**src/logic/ptm_pkg.sv**
```systemverilog
// constants shared by the dual programmable timer
package ptm_pkg;
  localparam int CNT_W = 8;
  localparam int NIB_W = 4;
  localparam int ADR_W = 16;

  // i/o word addresses
  localparam logic [15:0] ADR_MODE    = 16'hffc0;
  localparam logic [15:0] ADR_SRC     = 16'hffc1;
  localparam logic [15:0] ADR_CTL0    = 16'hffc2;
  localparam logic [15:0] ADR_CTL1    = 16'hffc3;
  localparam logic [15:0] ADR_RLD0_LO = 16'hffc4;
  localparam logic [15:0] ADR_RLD0_HI = 16'hffc5;
  localparam logic [15:0] ADR_RLD1_LO = 16'hffc6;
  localparam logic [15:0] ADR_RLD1_HI = 16'hffc7;
  localparam logic [15:0] ADR_CNT0_LO = 16'hffc8;
  localparam logic [15:0] ADR_CNT0_HI = 16'hffc9;
  localparam logic [15:0] ADR_CNT1_LO = 16'hffca;
  localparam logic [15:0] ADR_CNT1_HI = 16'hffcb;
  localparam logic [15:0] ADR_IRQ_EN  = 16'hffe2;
  localparam logic [15:0] ADR_IRQ_FLG = 16'hfff2;

  // mode word fields
  localparam int MODE_CHAIN = 3;
  localparam int MODE_EVENT_COUNT_SELECT = 2;
  localparam int MODE_FILT  = 1;
  localparam int MODE_POL   = 0;
  // source word fields
  localparam int SRC_PULSE_OUT_CHANNEL_SELECT  = 3;
  localparam int SRC_POUT   = 2;
  localparam int SRC_CH1    = 1;
  localparam int SRC_CH0    = 0;
  // channel control word fields
  localparam int CTL_RATIO_LO = 2;
  localparam int CTL_RATIO_HI = 3;
  localparam int CTL_STROBE   = 1;
  localparam int CTL_RUN      = 0;

  localparam logic [3:0] NIB_RST  = 4'h0;
  localparam logic [7:0] BYTE_RST = 8'h00;
  localparam logic [7:0] BYTE_MAX = 8'hff;

  // prescaler ratio codes and divisors
  localparam logic [1:0] RATIO_1   = 2'h0;
  localparam logic [1:0] RATIO_4   = 2'h1;
  localparam logic [1:0] RATIO_32  = 2'h2;
  localparam logic [1:0] RATIO_256 = 2'h3;
  localparam int DIV_1   = 1;
  localparam int DIV_4   = 4;
  localparam int DIV_32  = 32;
  localparam int DIV_256 = 256;

  // falling edges of the 2048 hz signal before a level is accepted
  localparam logic [1:0] FILT_EDGES = 2'h2;
endpackage

```
**src/logic/ptm_presc_if.sv**
```systemverilog
// carrier between the timer core and one channel prescaler
interface ptm_presc_if;
  logic       src_tick;
  logic       run;
  logic       clr;
  logic [1:0] ratio;
  logic       out_tick;
  modport core  (output src_tick, output run, output clr, output ratio, input out_tick);
  modport presc (input src_tick, input run, input clr, input ratio, output out_tick);
endinterface

```
**src/logic/ptm_prescaler.sv**
```systemverilog
// one channel prescaler: divides source ticks by 1, 4, 32 or 256
module ptm_prescaler
  import ptm_pkg::*;
#(
  parameter int DIV_W = 8
) (
  input wire logic    sys_clk,
  input wire logic    rst,
  input wire logic    ce,
  ptm_presc_if.presc  pif
);
  logic [DIV_W-1:0] div_q;
  logic [DIV_W-1:0] lim;
  logic             tick_q;

  always_comb begin
    case (pif.ratio)
      RATIO_4:   lim = DIV_W'(DIV_4 - 1);
      RATIO_32:  lim = DIV_W'(DIV_32 - 1);
      RATIO_256: lim = DIV_W'(DIV_256 - 1);
      default:   lim = DIV_W'(DIV_1 - 1);
    endcase
  end

  always_ff @(posedge sys_clk) begin
    if (rst) begin
      div_q  <= '0;
      tick_q <= 1'b0;
    end else if (ce) begin
      tick_q <= 1'b0;
      if (!pif.run || pif.clr) begin
        div_q <= '0;
      end else if (pif.src_tick) begin
        if (div_q >= lim) begin
          div_q  <= '0;
          tick_q <= 1'b1;
        end else begin
          div_q <= div_q + 1'b1;
        end
      end
    end
  end

  assign pif.out_tick = tick_q;
endmodule

```
**src/logic/ptm_timer_top.sv**
```systemverilog
// dual 8-bit programmable down timer with 4-bit i/o register window
////////////////////////////////////////////////////////////////////////////////
// Overview of operation
// - channel 0 prescaler uses slow tick when select bit 0, fast when 1
// - channel 1 has own source select bit, next bit in same word
// - event counting makes channel 0 ignore its source select
// - ratio code 3/2/1/0 divides by 256/32/4/1; resets to 0
// - event counting makes channel 0 ignore its ratio field
// - channel 0 mode bit: 1 event counting, 0 periodic timer
// - width bit: 1 chains both channels into one 16-bit timer
// - per-channel run bit: 1 counts down, 0 stops; resets to 0; when chained, channel 1 ignores its own run bit and follows channel 0
// - channel 0 reload value as low and high nibble words
// - channel 1 reload value as low and high nibble words
// - channel 0 count readable as read-only nibbles, zero after reset
// - channel 1 count readable as read-only nibbles
// - flag reads 1 after interrupt; write 1 clears; write 0 ignored
// - reload strobe copies reload value into counter; strobe reads 0
// - event edge: falling when polarity 0, rising when polarity 1
// - filter accepts level change at second 2048 hz falling edge
// - reading low count nibble latches high nibble; read low first
////////////////////////////////////////////////////////////////////////////////
module ptm_timer_top
  import ptm_pkg::*;
(
  input  wire logic        sys_clk,
  input  wire logic        rst,
  input  wire logic        ce,
  input  wire logic [15:0] io_addr,
  input  wire logic [3:0]  io_wdata,
  input  wire logic        io_wr,
  input  wire logic        io_rd,
  output logic      [3:0]  io_rdata,
  input  wire logic        slow_oscillator,
  input  wire logic        fast_oscillator,
  input  wire logic        sig_2048hz,
  input  wire logic        event_input_pin,
  output logic      [1:0]  irq_req
);
  logic [3:0]       mode_q;
  logic [3:0]       src_q;
  logic [1:0]       ratio_q [2];
  logic [1:0]       run_q;
  logic [CNT_W-1:0] reld_q [2];
  logic [CNT_W-1:0] cnt_q [2];
  logic [NIB_W-1:0] hold_q [2];
  logic [1:0]       mask_q;
  logic [1:0]       flag_q;
  logic [3:0]       rdata_q;
  logic [1:0]       irq_q;
  logic             ev_q;
  logic             filt_lvl_q;
  logic [1:0]       fcnt_q;
  logic             lvl_prev_q;
  logic             s2k_prev_q;

  logic             chain;
  logic             evmode;
  logic [1:0]       strobe;
  logic             fall2k;
  logic             lvl;
  logic             ev_tick;
  logic             clk0;
  logic             dec0;
  logic             dec1;
  logic             z0;
  logic             z1;
  logic             load0;
  logic [1:0]       uf_set;
  logic [1:0]       flg_clr;
  logic [3:0]       rmux;

  ptm_presc_if pif0 ();
  ptm_presc_if pif1 ();

  assign chain  = mode_q[MODE_CHAIN];
  assign evmode = mode_q[MODE_EVENT_COUNT_SELECT];

  ////////////////////////////////////////////////////////////////////////////////
  // register writes
  assign strobe[0] = io_wr && io_addr == ADR_CTL0 && io_wdata[CTL_STROBE];
  assign strobe[1] = io_wr && io_addr == ADR_CTL1 && io_wdata[CTL_STROBE];
  assign flg_clr   = (io_wr && io_addr == ADR_IRQ_FLG) ? io_wdata[1:0] : 2'h0;

  always_ff @(posedge sys_clk) begin
    if (rst) begin
      mode_q     <= NIB_RST;
      src_q      <= NIB_RST;
      ratio_q[0] <= RATIO_1;
      ratio_q[1] <= RATIO_1;
      run_q      <= 2'h0;
      mask_q     <= 2'h0;
    end else if (ce && io_wr) begin
      case (io_addr)
        ADR_MODE:   mode_q <= io_wdata;
        ADR_SRC:    src_q <= io_wdata;
        ADR_CTL0: begin
          ratio_q[0] <= io_wdata[CTL_RATIO_HI:CTL_RATIO_LO];
          run_q[0]   <= io_wdata[CTL_RUN];
        end
        ADR_CTL1: begin
          ratio_q[1] <= io_wdata[CTL_RATIO_HI:CTL_RATIO_LO];
          run_q[1]   <= io_wdata[CTL_RUN];
        end
        ADR_IRQ_EN: mask_q <= io_wdata[1:0];
        default: ;
      endcase
    end
  end

  always_ff @(posedge sys_clk) begin
    if (rst) begin
      reld_q[0] <= BYTE_RST;
      reld_q[1] <= BYTE_RST;
    end else if (ce && io_wr) begin
      case (io_addr)
        ADR_RLD0_LO: reld_q[0][3:0] <= io_wdata;
        ADR_RLD0_HI: reld_q[0][7:4] <= io_wdata;
        ADR_RLD1_LO: reld_q[1][3:0] <= io_wdata;
        ADR_RLD1_HI: reld_q[1][7:4] <= io_wdata;
        default: ;
      endcase
    end
  end

  ////////////////////////////////////////////////////////////////////////////////
  // external event input with optional noise filter
  assign fall2k = s2k_prev_q && !sig_2048hz;

  always_ff @(posedge sys_clk) begin
    if (rst) begin
      ev_q       <= 1'b0;
      filt_lvl_q <= 1'b0;
      fcnt_q     <= 2'h0;
      lvl_prev_q <= 1'b0;
      s2k_prev_q <= 1'b0;
    end else if (ce) begin
      ev_q       <= event_input_pin;
      s2k_prev_q <= sig_2048hz;
      lvl_prev_q <= lvl;
      // a change shorter than two 2048 hz falls never reaches the counter
      if (ev_q == filt_lvl_q) begin
        fcnt_q <= 2'h0;
      end else if (fall2k) begin
        if (fcnt_q == FILT_EDGES - 2'h1) begin
          filt_lvl_q <= ev_q;
          fcnt_q     <= 2'h0;
        end else begin
          fcnt_q <= fcnt_q + 2'h1;
        end
      end
    end
  end

  assign lvl     = mode_q[MODE_FILT] ? filt_lvl_q : ev_q;
  assign ev_tick = mode_q[MODE_POL] ? (lvl && !lvl_prev_q)
                                    : (!lvl && lvl_prev_q);

  ////////////////////////////////////////////////////////////////////////////////
  // prescalers and count clocks
  assign pif0.src_tick = src_q[SRC_CH0] ? fast_oscillator : slow_oscillator;
  assign pif1.src_tick = src_q[SRC_CH1] ? fast_oscillator : slow_oscillator;
  assign pif0.ratio    = ratio_q[0];
  assign pif1.ratio    = ratio_q[1];
  assign pif0.run      = run_q[0];
  assign pif1.run      = run_q[1];
  assign pif0.clr      = strobe[0];
  assign pif1.clr      = strobe[1];

  ptm_prescaler #(.DIV_W(CNT_W)) u_presc0 (
    .sys_clk (sys_clk),
    .rst     (rst),
    .ce      (ce),
    .pif     (pif0)
  );
  ptm_prescaler #(.DIV_W(CNT_W)) u_presc1 (
    .sys_clk (sys_clk),
    .rst     (rst),
    .ce      (ce),
    .pif     (pif1)
  );

  // event mode bypasses the prescaler, so its source and ratio do nothing
  assign clk0  = evmode ? ev_tick : pif0.out_tick;
  assign z0    = cnt_q[0] == BYTE_RST;
  assign z1    = cnt_q[1] == BYTE_RST;
  assign dec0  = run_q[0] && clk0;
  assign dec1  = chain ? (dec0 && z0) : (run_q[1] && pif1.out_tick);
  assign load0 = dec0 && z0 && (!chain || z1);
  assign uf_set[0] = dec0 && z0 && !chain;
  assign uf_set[1] = dec1 && z1;

  ////////////////////////////////////////////////////////////////////////////////
  // down counters
  always_ff @(posedge sys_clk) begin
    if (rst) begin
      cnt_q[0] <= BYTE_RST;
      cnt_q[1] <= BYTE_RST;
    end else if (ce) begin
      if (strobe[0] || load0) begin
        cnt_q[0] <= reld_q[0];
      end else if (dec0 && z0) begin
        cnt_q[0] <= BYTE_MAX;
      end else if (dec0) begin
        cnt_q[0] <= cnt_q[0] - 8'h01;
      end
      if (strobe[1] || (dec1 && z1)) begin
        cnt_q[1] <= reld_q[1];
      end else if (dec1) begin
        cnt_q[1] <= cnt_q[1] - 8'h01;
      end
    end
  end

  ////////////////////////////////////////////////////////////////////////////////
  // flags and interrupt requests
  always_ff @(posedge sys_clk) begin
    if (rst) begin
      flag_q <= 2'h0;
      irq_q  <= 2'h0;
    end else if (ce) begin
      // a new underflow beats a clear in the same cycle
      flag_q <= (flag_q & ~flg_clr) | uf_set;
      irq_q  <= flag_q & mask_q;
    end
  end

  assign irq_req = irq_q;

  ////////////////////////////////////////////////////////////////////////////////
  // read path, answer one cycle after io_rd
  always_comb begin
    case (io_addr)
      ADR_MODE:    rmux = mode_q;
      ADR_SRC:     rmux = src_q;
      ADR_CTL0:    rmux = {ratio_q[0], 1'b0, run_q[0]};
      ADR_CTL1:    rmux = {ratio_q[1], 1'b0, run_q[1]};
      ADR_RLD0_LO: rmux = reld_q[0][3:0];
      ADR_RLD0_HI: rmux = reld_q[0][7:4];
      ADR_RLD1_LO: rmux = reld_q[1][3:0];
      ADR_RLD1_HI: rmux = reld_q[1][7:4];
      ADR_CNT0_LO: rmux = cnt_q[0][3:0];
      ADR_CNT0_HI: rmux = hold_q[0];
      ADR_CNT1_LO: rmux = cnt_q[1][3:0];
      ADR_CNT1_HI: rmux = hold_q[1];
      ADR_IRQ_EN:  rmux = {2'h0, mask_q};
      ADR_IRQ_FLG: rmux = {2'h0, flag_q};
      default:     rmux = NIB_RST;
    endcase
  end

  always_ff @(posedge sys_clk) begin
    if (rst) begin
      rdata_q   <= NIB_RST;
      hold_q[0] <= NIB_RST;
      hold_q[1] <= NIB_RST;
    end else if (ce && io_rd) begin
      rdata_q <= rmux;
      // high nibble frozen so a carry between the two reads cannot tear
      if (io_addr == ADR_CNT0_LO) hold_q[0] <= cnt_q[0][7:4];
      if (io_addr == ADR_CNT1_LO) hold_q[1] <= cnt_q[1][7:4];
    end
  end

  assign io_rdata = rdata_q;
endmodule

```
**config.mk**
```make
export PLATFORM = sky130hd
export DESIGN_NAME = ptm_timer_top
export DESIGN_NICKNAME = d
export VERILOG_FILES = /design/src/logic/ptm_pkg.sv /design/src/logic/ptm_presc_if.sv /design/src/logic/ptm_prescaler.sv /design/src/logic/ptm_timer_top.sv
export SDC_FILE = /design/constraint.sdc
export NUM_CORES = 1
export LEC_CHECK = 0
export BUFFER_PORTS_ARGS = -buffer_cell sky130_fd_sc_hd__clkbuf_2
export CORE_MARGIN = 4
export CORE_UTILIZATION = 45
export DETAILED_ROUTE_END_ITERATION = 10
export HOLD_SLACK_MARGIN = 0.02
export PLACE_DENSITY = 0.63
export SLEW_MARGIN = 10
export SYNTH_ARGS = -nofsm -noshare
export SYNTH_HDL_FRONTEND = slang
export SYNTH_SLANG_ARGS = --single-unit
```
**constraint.sdc**
```tcl
create_clock -name sys_clk -period 3.9 [get_ports sys_clk]
set_clock_uncertainty 0.15 [all_clocks]
set_input_delay 0.39 -clock sys_clk [delete_from_list [all_inputs] [get_ports sys_clk]]
set_output_delay 0.39 -clock sys_clk [all_outputs]
set_load 0.005 [all_outputs]
```
Word-level counts from Yosys, hierarchy flattened. Memories as Yosys holds them, arrays and structs flattened. Index checks and enable logic that the tools add are counted.

Input bits: 29. Memory bits (writable): 44. Output and inout port bits: 6. Flip-flop bits (word level): 44. Memories: 4. Word-level logic and storage cells: 205.

Multiplexer cells: 96. Magnitude comparators: 2. Eq/ne operators: 22. Bitwise gates (word level): 18. Reductions and logical operators: 41. Add/subtract/negate cells: 5.

Memories: cnt_q (depth 2, width 8, read ports 2, clocked after Yosys merged registers in 0, write ports 2, line ptm_timer_top.sv:44) `logic [CNT_W-1:0] cnt_q [2];`; reld_q (depth 2, width 8, read ports 2, clocked after Yosys merged registers in 0, write ports 2, line ptm_timer_top.sv:43) `logic [CNT_W-1:0] reld_q [2];`; hold_q (depth 2, width 4, read ports 2, clocked after Yosys merged registers in 0, write ports 2, line ptm_timer_top.sv:45) `logic [NIB_W-1:0] hold_q [2];`; ratio_q (depth 2, width 2, read ports 2, clocked after Yosys merged registers in 0, write ports 2, line ptm_timer_top.sv:41) `logic [1:0] ratio_q [2];`.

Operators with widths (count): equality test 16 bit, second input constant (14); 2-to-1 mux 8 bit (11); 2-to-1 mux 1 bit (70); one-hot mux 4 bit (14 select lines) (1); one-hot mux 8 bit (3 select lines) (2); 2-to-1 mux 4 bit (6); adder 8 x 1 -> 8 bit, second input constant (2); greater-or-equal comparator 8 bit (2); logical AND 1 bit (16); zero test 8 bit (2); AND reduction 2 bit (8); subtractor 8 x 1 -> 8 bit, second input constant (2); OR 1 bit (13); 2-to-1 mux 2 bit (6); equality test 2 bit, second input constant (4); equality test 2 x 1 -> 1 bit, second input constant (3); zero test 1 bit (6); nonzero test 2 bit (3); logical OR 1 bit (5); bitwise AND 2 bit (2); AND reduction 4 bit (1); adder 2 x 1 -> 2 bit, second input constant (1); inverter 2 bit (1); OR 2 bit (1); 2 further kinds (2).

Logic depth before layout (Yosys ltp).
Depth in word-level cells: 16. Gate-level depth with buffers: 9. Depth with buffers taken out: 8.

Modules after synthesis. Synthesis repeated with hierarchy kept, for this count alone.

Cells, all modules: 552. Area, all modules: 5311.3 µm².

Modules (own cells, without submodules): ptm_timer_top (cells an instance 392, seq. area each 1841.8 µm², area an instance 3930.0 µm², instances 1); ptm_prescaler (cells an instance 80, seq. area each 180.2 µm², area an instance 690.7 µm², instances 2).

Least setup slack after synthesis. OpenSTA, ideal clock, no wires.

Path type: register to register. Start point: memory cnt_q[0][2]. End point: memory cnt_q[1][0] (enable). Arrival time: 2140 ps. Period minus slack after synthesis: 2616 ps. Setup slack: 1284 ps. Buffers on the path: 0. Required time: 3424 ps. Setup time: 326 ps. Cell stages (with the launch flop): 6. Cells stage by stage: edfxtp_1 > or4_1 > or4b_4 > o31ai_4 > nand2b_1 > a21o_1.

RTL lines (line): start: declaration (ptm_timer_top.sv:44).

==> reports/metrics.cfg <==
[status]
outcome=finished, final reports clean

[detailed_routing]
initialDrtViolationCount=302
vias_per_cell=5.83
wl_per_cell_um=18.1
drt_wl_total_um=13000
dr.pass1.iters=5
ant_nets=0
vias=4198
drcViolationCount=0

[synthesis]
yosys_warnings=0
netlist_area_um2=5120
yosysSeqAreaShare_pct=43.0
synth_edf_count=44
ys_types=64
ys_ff_latch=88
syn_avg_cell_area_um2=9.43
syn_inst=543
synthFlopType=edfxtp_1
syn-num-nets=593
synthArstFlopShare_pct=0

[finish]
nets=625
area_delta_synth_final_pct=12.4
diodes=0
layout_commonest_cell=nand2_1
layout_common_cells=nand2_1 (74), nor2_1 (48), edfxtp_1 (44), dfxtp_1 (44), mux2i_1 (36)
drive_gt1_share_pct=13.6

[setup_path]
startpoint_type=flip-flop
cp.arrival_ps=3030
cp-end-kind=flip-flop
cpPeakStageDelay_ps=680
critical_path.slowest_cell=a21oi_1
crit_required_ps=4020
worstPathMaxFanout=11
crit_type=reg2reg
worstPathCellList=or2_2 > ha_1 > nand2b_1 > a211oi_1 > o21ai_0 > a21oi_1 > nand2_1 > o21ai_1

[die]
num_rows=38
die_w_um=115
dieArea_um2=13100
initial_core_util_pct=46.6
core_um2=11000
die_height_um=115
io_pins=35

[pwr]
comb_power_share_pct=7.0
switching_share_pct=23.8
p_seq_share_pct=48.3
power_frac_clock_pct=44.7
power_switching_w=0.000497
power_leakage_nw=2.21
ir_worst_vdd_v=0.000161
finalPower_w=0.00209
cellPowerDensity_nw_per_um2=363
power.internal_w=0.00159

[place]
place_congestion=0.921
hpwlAfterDp_um=9850
port_buffers=34

[global_routing]
track_usage_pct=20.8
use_met1_pct=29.5
grt-ovfl-total=0
gr-max-usage-layer=met2
grt_max_degree=33
grt_first_pass_wirelength_um=21300
antenna_found_initial=0
grt_pass1_vias=4052
grt_util_met2_pct=32.1
use_met3_pct=3.91

[sta]
finalMaxSlewViolations=0
fin_crit_sh_pct=74.5
tns_ps=0
timing.fmax_mhz=344
hold_viol=0
rsz0062_at_grt=no
period_needed_ps=2900
setup_viol=0
worstMarginPinSlew_ps=1140
timing.slew.headroom_pct=23.1

[cts]
clk_latency_ps=340
cts.sinks=88
ctsHtreeMaxLevel=3
ctsResizeCount=0
cts_buffer_depth=2
ctsHoldBuffers=0
clockRootBuffer=clkbuf_16
numCtsBuffers=9
clk_pin_slew_ps=70
post_cts_buffers=0
cts_tree=done

[worst_hold_path]
hold_path.class=in2reg

[run]
drv_cap=0

-- path summary, 6_finish.rpt --
check	from	to	slack, ps	depth (start not counted)
min	event_input_pin	ev_q	130	3
max reg2reg	ratio_q[0][3]	u_presc1.div_q[6]	1000	8
min reg2reg	fcnt_q[1]	fcnt_q[1]	290	2
max	ratio_q[0][3]	u_presc1.div_q[6]	1000	8
-- critical path, delay by kind of cell, from the launching register on --
family          cells  cell delay, ps
compound gates      4            1220
flops               1             460
fa+ha+maj           1             280
simple gates        3             720
-- cells in the mapped netlist, types with 9 or more instances --
cell	number	area share [%]
nor2_1	48	3.5
mux2i_1	36	7.0
nor2b_1	10	1.2
a21oi_1	23	2.2
clkbuf_1	9	0.66
o21ai_0	17	1.7
nand3_1	23	2.2
edfxtp_1	44	26
ha_1	21	5.1
dfxtp_1	44	17
xnor2_1	13	2.2
nand2_1	74	5.4
nor3_1	12	1.2
inv_1	23	1.7
o21ai_1	10	0.98
and2_1	20	2.4
-- routing by layer --
layer	share of wire, %	wire (um)
met4	2.4	318
met3	6.9	893
met5	0	0
met1	46	5980
met2	45	5850
-- state kept, by name (all words and copies together) (netlist names), 4 cells and up --
signal	flops
ratio_q	4
hold_q	8
reld_q	16
u_presc1.div_q	8
cnt_q	16
io_rdata	4
u_presc0.div_q	8
src_q	4
mode_q	4
-- power groups by stage --
stage	Clock, W	Combinational (W)	Sequential [W]
floorplan	0	0.0000935	0.00102
global placement	0	0.000141	0.00103
detailed placement	0	0.000144	0.00103
CTS	0.000947	0.000145	0.00101
global route	0.000988	0.000160	0.00101
finish	0.000935	0.000146	0.00101
-- cell families (layout without fill, tap and decap cells) --
group,count (synthesis),after routing,share of synthesized area (%)
compound gates,90,90,11.9
xor+xnor,19,19,3.25
fa+ha+maj,21,21,5.13
buf+inv,42,79,3.35
flops,88,88,43.0
mux,42,42,9.24
simple gates,241,241,24.2
-- stage by stage --
step	utilization (%)	instances	setup slack [ps]	hold WS [ps]	cell area, um^2
floorplan	-	543	1280	262	5120
global placement	49.4	704	1040	278	5420
detailed placement	49.4	704	1020	284	5420
CTS	52.4	720	1030	136	5750
global route	52.4	720	811	171	5750
finish	52.4	720	996	134	5750
-- final cells by class --
type,count,area [um^2]
clock inverters,4,28.8
repair buffers,40,215
fillers,1021,5230
well taps,140,175
clock buffers,12,300
multi-input cells,413,2750
inverters,23,86.3
flip-flops and latches,88,2200
(Power assumes the default switching activity.)
